--- config.mk ---
export PLATFORM = sky130hd
export DESIGN_NAME = cmre_core
export DESIGN_NICKNAME = d
export VERILOG_FILES = /design/src/logic/cmre_pkg.sv /design/src/logic/cmre_core.sv /design/src/logic/cmre_ptr_unit.sv
export SDC_FILE = /design/constraint.sdc
export NUM_CORES = 1
export LEC_CHECK = 0
export ABC_AREA = 1
export BUFFER_PORTS_ARGS = -buffer_cell sky130_fd_sc_hd__buf_4
export CAP_MARGIN = 5
export CORE_UTILIZATION = 55
export DETAILED_ROUTE_END_ITERATION = 8
export GPL_TIMING_DRIVEN = 0
export PLACE_DENSITY = 0.79
export SLEW_MARGIN = 10
export SYNTH_ARGS = -nofsm -noshare
export SYNTH_HDL_FRONTEND = slang
export SYNTH_SLANG_ARGS = --single-unit
--- constraint.sdc ---
create_clock -name sys_clk -period 2.5 [get_ports sys_clk]
set_input_delay 0.125 -clock sys_clk [delete_from_list [all_inputs] [get_ports sys_clk]]
set_output_delay 0.125 -clock sys_clk [all_outputs]
set_load 0.1 [all_outputs]
--- src/logic/cmre_pkg.sv ---
// Package for the move/return execution block: operation codes, widths, reset values and bit positions.
// Assumes a single 25 MHz instruction clock and a synchronous active-low reset.
`default_nettype none
package cmre_pkg;
  localparam int DATA_W = 8;
  localparam int FADDR_W = 7;
  localparam int PTR_W = 16;
  localparam int OFS_W = 6;
  localparam int PC_W = 11;
  localparam int STACK_DEPTH = 16;
  localparam int SP_W = 4;
  // Operation select presented with opValid.
  localparam logic [2:0] OP_NOP = 3'h0;
  localparam logic [2:0] OP_STORE_FILE = 3'h1;
  localparam logic [2:0] OP_STORE_IND = 3'h2;
  localparam logic [2:0] OP_STORE_REL = 3'h3;
  localparam logic [2:0] OP_LOAD_PRESCALER = 3'h4;
  localparam logic [2:0] OP_SOFT_RESET = 3'h5;
  localparam logic [2:0] OP_RETURN_IRQ = 3'h6;
  // Pointer update modes.
  localparam logic [1:0] MODE_PREINC = 2'h0;
  localparam logic [1:0] MODE_PREDEC = 2'h1;
  localparam logic [1:0] MODE_POSTINC = 2'h2;
  localparam logic [1:0] MODE_POSTDEC = 2'h3;
  localparam logic [PTR_W-1:0] PTR_ONE = 16'h0001;
  localparam logic [PTR_W-1:0] PTR_RESET = 16'h0000;
  localparam logic [DATA_W-1:0] ACC_RESET = 8'h00;
  localparam logic [DATA_W-1:0] PRESCALER_RESET = 8'hff;
  localparam logic [DATA_W-1:0] IRQ_CTRL_RESET = 8'h00;
  localparam logic [PC_W-1:0] PC_RESET = 11'h000;
  localparam logic [PC_W-1:0] PC_ONE = 11'h001;
  localparam logic [SP_W-1:0] SP_ONE = 4'h1;
  localparam logic [SP_W-1:0] SP_RESET = 4'hf;
  localparam int GIE_BIT = 7;
  // Cycles a return from interrupt occupies.
  localparam logic [1:0] RETURN_CYCLES = 2'h2;
  typedef enum logic [1:0] {
    CMRE_RUN = 2'b01,
    CMRE_RET2 = 2'b10
  } cmre_state_t;
endpackage
`default_nettype wire

--- src/logic/cmre_core.sv ---
// Execution unit for store, indirect store, no-op, prescaler load, software reset and return from interrupt.
// Assumes the decoder presents one operation per cycle with opValid, and holds it off while opReady is low.
`default_nettype none
module cmre_core (
  // Clock and reset
  input wire logic sys_clk,
  input wire logic rst_n,
  // Operation request
  input wire logic opValid,
  input wire logic [2:0] opCode,
  input wire logic [cmre_pkg::FADDR_W-1:0] fileAddr,
  input wire logic ptrSel,
  input wire logic [1:0] pointerUpdateMode,
  input wire logic [cmre_pkg::OFS_W-1:0] relOffset,
  // Accumulator load from the rest of the core
  input wire logic accLoad,
  input wire logic [cmre_pkg::DATA_W-1:0] accIn,
  // Stack push from call or interrupt entry
  input wire logic stackPush,
  input wire logic [cmre_pkg::PC_W-1:0] pushAddr,
  // Flow control
  output logic opReady,
  // Data memory write port
  output logic memWrite,
  output logic [cmre_pkg::PTR_W-1:0] memAddr,
  output logic [cmre_pkg::DATA_W-1:0] memData,
  // Visible state
  output logic [cmre_pkg::PTR_W-1:0] indirectPointer0,
  output logic [cmre_pkg::PTR_W-1:0] indirectPointer1,
  output logic [cmre_pkg::DATA_W-1:0] prescalerConfig,
  output logic [cmre_pkg::DATA_W-1:0] irqControlReg,
  output logic [cmre_pkg::PC_W-1:0] programCounter,
  output logic [cmre_pkg::PC_W-1:0] stackTopEntry,
  output logic softResetIndicator,
  output logic [2:0] statusFlags,
  output logic deviceReset
);
  ////////////////////////////////////////////////////////////////////////////////
  logic [cmre_pkg::DATA_W-1:0] acc, next_acc;
  logic [cmre_pkg::PTR_W-1:0] ptr [2];
  logic [cmre_pkg::PTR_W-1:0] next_ptr [2];
  logic [cmre_pkg::PC_W-1:0] stack [cmre_pkg::STACK_DEPTH];
  logic [cmre_pkg::SP_W-1:0] sp, next_sp;
  logic [cmre_pkg::PC_W-1:0] next_pc, next_pushSlot;
  logic next_memWrite, next_opReady, next_ri, next_devRst, pushEn;
  logic [cmre_pkg::PTR_W-1:0] next_memAddr;
  logic [cmre_pkg::DATA_W-1:0] next_memData, next_presc, next_irq;
  logic [cmre_pkg::PTR_W-1:0] effAddr, ptrUpd;
  cmre_pkg::cmre_state_t state, next_state;
  logic softReq;
  logic [1:0] retCount, next_retCount;

  cmre_ptr_unit ptrUnit (
    .ptrIn(ptr[ptrSel]),
    .updateMode(pointerUpdateMode),
    .relative(opCode == cmre_pkg::OP_STORE_REL),
    .offset(relOffset),
    .effAddr(effAddr),
    .ptrOut(ptrUpd)
  );

  ////////////////////////////////////////////////////////////////////////////////
  // The software reset acts as one more reset source for everything except its own indicator and the stack contents.
  assign softReq = deviceReset;

  always_comb begin
    next_acc = accLoad ? accIn : acc;
    next_ptr[0] = ptr[0];
    next_ptr[1] = ptr[1];
    next_sp = sp;
    next_pc = programCounter;
    next_memWrite = 1'b0;
    next_memAddr = memAddr;
    next_memData = memData;
    next_presc = prescalerConfig;
    next_irq = irqControlReg;
    next_ri = softResetIndicator;
    next_devRst = 1'b0;
    next_state = state;
    next_retCount = retCount;
    next_opReady = opReady;
    pushEn = stackPush;
    next_pushSlot = pushAddr;
    if (stackPush) begin
      next_sp = sp + cmre_pkg::SP_ONE;
    end
    case (state)
      cmre_pkg::CMRE_RUN: begin
        if (opValid && opReady) begin
          next_pc = programCounter + cmre_pkg::PC_ONE;
          case (opCode)
            cmre_pkg::OP_STORE_FILE: begin
              next_memWrite = 1'b1;
              next_memAddr = {{(cmre_pkg::PTR_W-cmre_pkg::FADDR_W){1'b0}}, fileAddr};
              next_memData = acc;
            end
            cmre_pkg::OP_STORE_IND, cmre_pkg::OP_STORE_REL: begin
              // The indirect port has no storage; the write lands at the pointed address.
              next_memWrite = 1'b1;
              next_memAddr = effAddr;
              next_memData = acc;
              next_ptr[ptrSel] = ptrUpd;
            end
            cmre_pkg::OP_LOAD_PRESCALER: begin
              next_presc = acc;
            end
            cmre_pkg::OP_SOFT_RESET: begin
              next_ri = 1'b0;
              next_devRst = 1'b1;
              next_opReady = 1'b0;
            end
            cmre_pkg::OP_RETURN_IRQ: begin
              next_pc = stack[sp];
              next_sp = sp - cmre_pkg::SP_ONE;
              next_irq[cmre_pkg::GIE_BIT] = 1'b1;
              next_state = cmre_pkg::CMRE_RET2;
              next_retCount = cmre_pkg::RETURN_CYCLES - 2'h1;
              next_opReady = 1'b0;
            end
            default: begin
            end
          endcase
        end
      end
      cmre_pkg::CMRE_RET2: begin
        // Second cycle of the return: the fetched word is discarded.
        next_retCount = retCount - 2'h1;
        if (retCount == 2'h1) begin
          next_state = cmre_pkg::CMRE_RUN;
          next_opReady = 1'b1;
        end
      end
      default: begin
        next_state = cmre_pkg::CMRE_RUN;
      end
    endcase
  end

  ////////////////////////////////////////////////////////////////////////////////
  always_ff @(posedge sys_clk) begin
    if (!rst_n || softReq) begin
      // Status flags are never written here, so they hold zero.
      acc <= cmre_pkg::ACC_RESET;
      ptr[0] <= cmre_pkg::PTR_RESET;
      ptr[1] <= cmre_pkg::PTR_RESET;
      sp <= cmre_pkg::SP_RESET;
      programCounter <= cmre_pkg::PC_RESET;
      memWrite <= 1'b0;
      memAddr <= cmre_pkg::PTR_RESET;
      memData <= cmre_pkg::ACC_RESET;
      prescalerConfig <= cmre_pkg::PRESCALER_RESET;
      irqControlReg <= cmre_pkg::IRQ_CTRL_RESET;
      state <= cmre_pkg::CMRE_RUN;
      retCount <= 2'h0;
      opReady <= 1'b1;
      deviceReset <= 1'b0;
    end else begin
      acc <= next_acc;
      ptr[0] <= next_ptr[0];
      ptr[1] <= next_ptr[1];
      sp <= next_sp;
      programCounter <= next_pc;
      memWrite <= next_memWrite;
      memAddr <= next_memAddr;
      memData <= next_memData;
      prescalerConfig <= next_presc;
      irqControlReg <= next_irq;
      state <= next_state;
      retCount <= next_retCount;
      opReady <= next_opReady;
      deviceReset <= next_devRst;
    end
  end

  // The indicator survives the software reset so the cause can be read back; only rst_n sets it.
  always_ff @(posedge sys_clk) begin
    if (!rst_n) begin
      softResetIndicator <= 1'b1;
    end else begin
      softResetIndicator <= next_ri;
    end
  end

  // Stack contents are not reset; an unbalanced return reads whatever was left.
  always_ff @(posedge sys_clk) begin
    if (pushEn) begin
      stack[sp + cmre_pkg::SP_ONE] <= next_pushSlot;
    end
  end

  // The mirrors take the software reset on the same edge as the pointers; stackTopEntry then shows PC_RESET for one cycle, not the unreset stack word.
  always_ff @(posedge sys_clk) begin
    if (!rst_n || softReq) begin
      stackTopEntry <= cmre_pkg::PC_RESET;
      indirectPointer0 <= cmre_pkg::PTR_RESET;
      indirectPointer1 <= cmre_pkg::PTR_RESET;
      statusFlags <= 3'h0;
    end else begin
      stackTopEntry <= pushEn ? next_pushSlot : stack[next_sp];
      indirectPointer0 <= next_ptr[0];
      indirectPointer1 <= next_ptr[1];
      statusFlags <= 3'h0;
    end
  end
endmodule
`default_nettype wire

--- src/logic/cmre_ptr_unit.sv ---
// Indirect pointer address/update calculator for one store.
// Purely combinational; the caller registers the new pointer.
`default_nettype none
module cmre_ptr_unit (
  // Inputs
  input wire logic [cmre_pkg::PTR_W-1:0] ptrIn,
  input wire logic [1:0] updateMode,
  input wire logic relative,
  input wire logic [cmre_pkg::OFS_W-1:0] offset,
  // Results
  output logic [cmre_pkg::PTR_W-1:0] effAddr,
  output logic [cmre_pkg::PTR_W-1:0] ptrOut
);
  logic [cmre_pkg::PTR_W-1:0] plusOne;
  logic [cmre_pkg::PTR_W-1:0] minusOne;
  logic [cmre_pkg::PTR_W-1:0] ofsExt;

  always_comb begin
    // Modular 16-bit arithmetic wraps at both ends.
    plusOne = ptrIn + cmre_pkg::PTR_ONE;
    minusOne = ptrIn - cmre_pkg::PTR_ONE;
    ofsExt = {{(cmre_pkg::PTR_W-cmre_pkg::OFS_W){offset[cmre_pkg::OFS_W-1]}}, offset};
    effAddr = ptrIn;
    ptrOut = ptrIn;
    if (relative) begin
      effAddr = ptrIn + ofsExt;
    end else begin
      case (updateMode)
        cmre_pkg::MODE_PREINC: begin
          effAddr = plusOne;
          ptrOut = plusOne;
        end
        cmre_pkg::MODE_PREDEC: begin
          effAddr = minusOne;
          ptrOut = minusOne;
        end
        cmre_pkg::MODE_POSTINC: begin
          ptrOut = plusOne;
        end
        default: begin
          ptrOut = minusOne;
        end
      endcase
    end
  end
endmodule
`default_nettype wire

# ---- After elaboration in Yosys (flattened, before gate mapping)
# Memories as Yosys holds them, arrays and structs flattened. A register that Yosys moved wholly into a read port is not among the register bits.
# Index checks and enable logic that the tools add are counted.
dict set report word_totals {
  n_memories 2
  regBits 107
  out_inout_bits 101
  latch_bits 0
  ram_bits 208
  mem_bits_ro 0
  elab_cells 106
}
# name words word_bits read_ports rd_ports_with_merged_regs write_ports line_no
set mem_list {}
lappend mem_list {stack 16 11 2 1 1 cmre_core.sv:42} ;# logic [cmre_pkg::PC_W-1:0] stack [cmre_pkg::STACK_DEPTH];
lappend mem_list {ptr 2 16 3 0 2 cmre_core.sv:40} ;# logic [cmre_pkg::PTR_W-1:0] ptr [2];
dict set report op_classes {
  n_lt_le_gt_ge 2
  bitwise 5
  mul 0
  div_mod_pow 0
  reduce_logical 21
  shifts 0
  muxes 38
  addsub 7
  n_eq_ne 15
}
# op count
set ops {}
lappend ops {{16-bit 2-to-1 mux} 6}
lappend ops {{32-bit 2-to-1 mux} 3}
lappend ops {{16-bit case mux with 2 select lines} 2}
lappend ops {{32-bit bitwise mux} 1}
lappend ops {{11-bit 2-to-1 mux} 2}
lappend ops {{3-bit AND reduction} 7}
lappend ops {{4-bit 2-to-1 mux} 5}
lappend ops {{16-bit by 1-bit adder with 16-bit output, second input constant} 1}
lappend ops {{16-bit adder} 1}
lappend ops {{16-bit demux with 1-bit select} 1}
lappend ops {{16-bit by 1-bit subtractor with 16-bit output, second input constant} 1}
lappend ops {{11-bit by 1-bit adder with 11-bit output, second input constant} 1}
lappend ops {{1-bit 2-to-1 mux} 10}
lappend ops {{2-bit 2-to-1 mux} 5}
lappend ops {{3-bit equality test, second input constant} 3}
lappend ops {{2-bit case mux with 2 select lines} 2}
lappend ops {{2-bit by 1-bit equality test with 1-bit output, second input constant} 3}
lappend ops {{3-bit by 2-bit equality test with 1-bit output, second input constant} 2}
lappend ops {{2-bit != test, second input constant} 3}
lappend ops {{2-bit OR reduction} 3}
lappend ops {{3-bit OR reduction} 2}
lappend ops {{4-bit by 1-bit adder with 4-bit output, second input constant} 1}
lappend ops {{2-bit equality test, second input constant} 2}
lappend ops {{4-bit AND reduction} 1}
lappend ops {{16 further kinds} 20}

# ---- Longest topological paths before layout
dict set report depth {
  ltp_word 10
  ltp_mapped 18
}

# ---- Hierarchy
# From an unflattened synthesis, not the netlist that was laid out.
dict set report unflattened {
  hier_cells 2189
  area_unflattened_um2 16300.6
}
# mod n_inst cells_each area_each_um2
set modules_own_cells {}
lappend modules_own_cells {cmre_core 1 1664 13755.7}
lappend modules_own_cells {cmre_ptr_unit 1 525 2544.9}

# ---- Worst setup path after synthesis
# OpenSTA, ideal clock, no wires.
dict set report synth_path {
  kind {reg-to-reg}
  from {memory ptr[0][0] (netlist bit)}
  to {register memAddr[6] (netlist bit)}
  arrival_ps 2807
  period_less_slack_ps 2939
  path_stages_with_launch 18
  setup_slack_ps -439
  path_cell_list {dfxtp_1 inv_1 o21ai_2 ha_1 inv_1 fa_1 inv_1 nand3_1 nand2_1 nand3_1 nand2_1 a21oi_1 o21ai_0 nand2_1 inv_1 nand2_1 nand2_1 a21oi_1}
}
# item line_no
set synth_lines {}
lappend synth_lines {{start: declaration} cmre_core.sv:40}
lappend synth_lines {{end signal: assignment} cmre_core.sv:149} ;# memAddr <= cmre_pkg::PTR_RESET;
lappend synth_lines {{end signal: assignment} cmre_core.sv:164} ;# memAddr <= next_memAddr;
lappend synth_lines {{end: declaration} cmre_core.sv:25} ;# output logic [cmre_pkg::PTR_W-1:0] memAddr,

==> flow_summary_export.csv <==
group,metric,value,unit
critical_path,reg2reg_slack,-0.07,ns
sta,setup_violations,13,
synthesis,yosys_most_used_dff,"edfxtp_1",
critical_path,criticalPathCategory,"reg2reg",
synthesis,synthTopCellsByArea,"edfxtp_1 32%, dfxtp_1 13%, nand3_1 12%, nand2_1 10%, inv_1 5.9%",
critical_path,slowest_stage,"clkbuf_1",
drt,drt_iter0_drc,3011,
critical_path,endpoint_kind,"flip-flop",
power,pwr-share-comb,30.0,%
drt,ant_nets,0,
run_status,violations,"negative hold slack, negative setup slack",
global_route,top_usage_layer,"met2",
synthesis,yosys.area.top_type_share,32.5,%
synthesis,synth-edff-count,176,
global_route,antenna_found_initial,2,
power,power.internal,9.12,mW
finish,drive_gt1_share,19.3,%
run_status,status,"complete, but fails checks",
critical_path,r2r-start,"sp[0]$_SDFF_PP1_",
cts,clk_pin_slew,0.06,ns
critical_path,cp_max_fo,10,
drt,num_vias,17700,
global_route,grt_max_degree,18,
cts,cts_tree,"done",
power,clock_power_share,33.1,%
die,rows,62,
power,powerDensity,702,nW/um2
sta,fin_crit_sh,103,%
drt,drc_errors,0,
critical_path,crit_chain,"buf_6 > inv_6 > clkbuf_1 > o21ai_0 > nand3_1 > nand3_1 > nand3_1 > o211ai_1 > a21oi_1",
global_route,use_met3,9.65,%
critical_path,crit_top_cell,"nand3_1",
cts,cts-root-buf,"clkbuf_16",
sta,finalCriticalPeriod,2.57,ns
global_route,met2_usage,63.0,%
synthesis,synth_seq_cells,283,
sta,fin_skew,0.0179,ns
die,core,28900,um2
sta,max-slew-margin-rel,11.8,%
power,switching_share,36.4,%
sta,hold_viol_final,1,
synthesis,synth.most_common_cell,"nand2_1",
critical_path,slowest_delay,0.62,ns
sta,grt_setup_unrepaired,"yes",
place,place_congestion,1.05,
global_route,grt_pass1_vias,16000,
critical_path,arrival,3.09,ns
cts,clkLatencyLatePin,0.59,ns
cts,cts_max_path_buffers,3,
synthesis,syn_avg_cell_area,7.54,um2
critical_path,startpoint_type,"flip-flop",
sta,setup_tns,-0.255,ns
critical_path,cp.required,3.02,ns
power,p_switching,5.23,mW
global_route,overflow,0,
hold_path,holdPathEnd,"memAddr[6]$_SDFFE_PP0P_",
synthesis,synth_cell_type_count,46,
cts,htreeDepth,1,
synthesis,synthCells,2159,
sta,final_max_slew_viol_count,0,
power,leakagePower,9.03,nW
synthesis,synth_warnings,0,
global_route,gr-usage-met1,58.7,%
place,hpwl,46.2,mm
synthesis,ys_seq_area_share,45.6,%
synthesis,async_flop_share,0,%
die,die_y,174,um
global_route,grt_usage,43.0,%
cts,clock_sinks,283,
drt,first_pass_iters,9,
synthesis,syn_area,16300,um2
sta,fmax,0.389,GHz
power,p_seq_share,36.9,%
die,ios,144,
critical_path,regToRegEndpoint,"programCounter[7]$_SDFFE_PP0P_",
synthesis,yosys.area.top_type,"edfxtp_1",
drt,routedWlPerCell,24.1,um
synthesis,synth_commonest_cells,"450 x nand2_1, 381 x nand3_1, 255 x inv_1",
sta,setup_ws,-0.0739,ns
die,initial_core_util,56.3,%
hold_path,min-delay-start,"fileAddr[6]",
run,max_cap_viol_count,0,
cts,cts_inserted_buffers,31,
place,port_buffers,127,
sta,whs,-0.00930,ns
drt,vias_per_cell,6.28,
power,peakVddDrop,0.644,mV
critical_path,r2r.worst_path.cells,9,
die,die_area,30300,um2
finish,syn2layout_area_growth,25.5,%
hold_path,hold_depth,5,
hold_path,hp-class,"in2reg",
finish,nets,2474,
sta,tightest_slew,1.32,ns
global_route,grt_pass1_wl,96.7,mm
die,die_x,174,um
finish,postLayoutCoreUtil,70.6,%
drt,drt-total-wl,67.8,mm
-- worst max-delay path, delay by kind of cell (launching register included) --
kind	cells	cell delay [ns]
AO/OA/AOI/OAI	3	0.55
flip-flops	1	0.35
AND/OR/NAND/NOR	3	0.78
buffers and inverters	3	0.81
-- placed cells by master (no fill, tap or decap), drive strengths merged, types with 5 or more instances in the layout --
master	n
a31oi	5
ha	25
nor2	173
a21oi	160
nand4	14
xnor2	7
nand3	383
o21ai	180
o211ai	29
dfxtp	107
clkbuf	111
clkinv	13
inv	266
edfxtp	176
xor2	12
conb	10
buf	229
dlygate4sd3	39
nand2	459
-- registers in the layout, summed over array words and instances, names as in the netlist, 4 cells and up --
register	cells
stack	176
ptr	32
programCounter	11
acc	8
stackTopEntry	11
prescalerConfig	8
memAddr	16
sp	4
memData	8
-- final cells by class --
type	instances	area, um2
fillers	2315	8500
flip-flops and latches	283	7460
diodes	1	2.50
multi-input cells	1487	7870
plain buffers	131	806
repair buffers	205	1740
clock inverters	15	143
inverters	265	1010
well taps	384	480
clock buffers	43	907
repair inverters	1	6.26
-- timing repair --
| action | 4_1_cts | 5_1_grt |
|---|---|---|
| endpoints found under the hold margin | 193 | 0 |
| setup buffers | 15 | 21 |
| endpoints found under the setup margin | 161 | 111 |
| gates resized for setup | 94 | 155 |
| pin swaps | 8 | 40 |
| gates cloned | 4 | 1 |
| hold buffers | 39 | 0 |
-- worst max-delay path by stage --
| stage | start | to | slack, ns | cells after the start |
|---|---|---|---|---|
| 3_3_place_gp | sp[1]$_SDFF_PP1_ | stackTopEntry[3]$_SDFF_PP0_ | -0.93 | 17 |
| 3_5_place_dp | sp[1]$_SDFF_PP1_ | stackTopEntry[3]$_SDFF_PP0_ | -0.99 | 17 |
| 5_1_grt | sp[1]$_SDFF_PP1_ | stackTopEntry[3]$_SDFF_PP0_ | -0.11 | 17 |
| 6_report | sp[0]$_SDFF_PP1_ | programCounter[7]$_SDFFE_PP0P_ | -0.07 | 9 |
| 4_1_cts | sp[0]$_SDFF_PP1_ | stackTopEntry[7]$_SDFF_PP0_ | -0.01 | 18 |
| 2_1_floorplan | ptr[1][10]$_SDFFE_PP0P_ | memAddr[15]$_SDFFE_PP0P_ | 0.006 | 13 |
-- per-stage QoR --
stage / cell area [um2] / power, mW / setup WS (ns) / cells
5_1_grt: 20400 / 14.6 / -0.111 / 2815
4_1_cts: 19700 / 13.8 / -0.0148 / 2795
6_report: 20400 / 14.4 / -0.0739 / 2815
2_1_floorplan: 16300 / 7.66 / 0.00580 / 2168
3_5_place_dp: 17800 / 8.87 / -0.986 / 2679
3_3_place_gp: 17800 / 8.82 / -0.929 / 2679
-- logic make-up (layout without fill, tap and decap cells) --
group / count (synthesis) / after routing / share of synthesized area [%]
simple gates: 1037 / 1037 / 27.7
buf+inv: 398 / 660 / 10.0
compound gates: 395 / 395 / 13.5
flops: 283 / 283 / 45.6
fa+ha+maj: 26 / 26 / 2.04
xor+xnor: 19 / 19 / 1.02
other cells: 1 / 11 / 0.0230
-- power groups by stage --
stage                     logic [mW]  clock network [mW]  registers [mW]
after floorplan                 1.70                   0            5.97
after global placement          3.45                   0            5.37
after detailed placement        3.49                   0            5.38
after CTS                       3.81                4.71            5.28
after global routing            4.43                4.87            5.30
final                           4.31                4.76            5.29
-- metal layers --
layer / part of all wire (%) / routed length, um
met5: 0 / 0
met1: 37 / 25100
met4: 6.5 / 4420
met3: 14 / 9430
met2: 43 / 28900
Note: power is estimated with default switching activity, not from simulation.
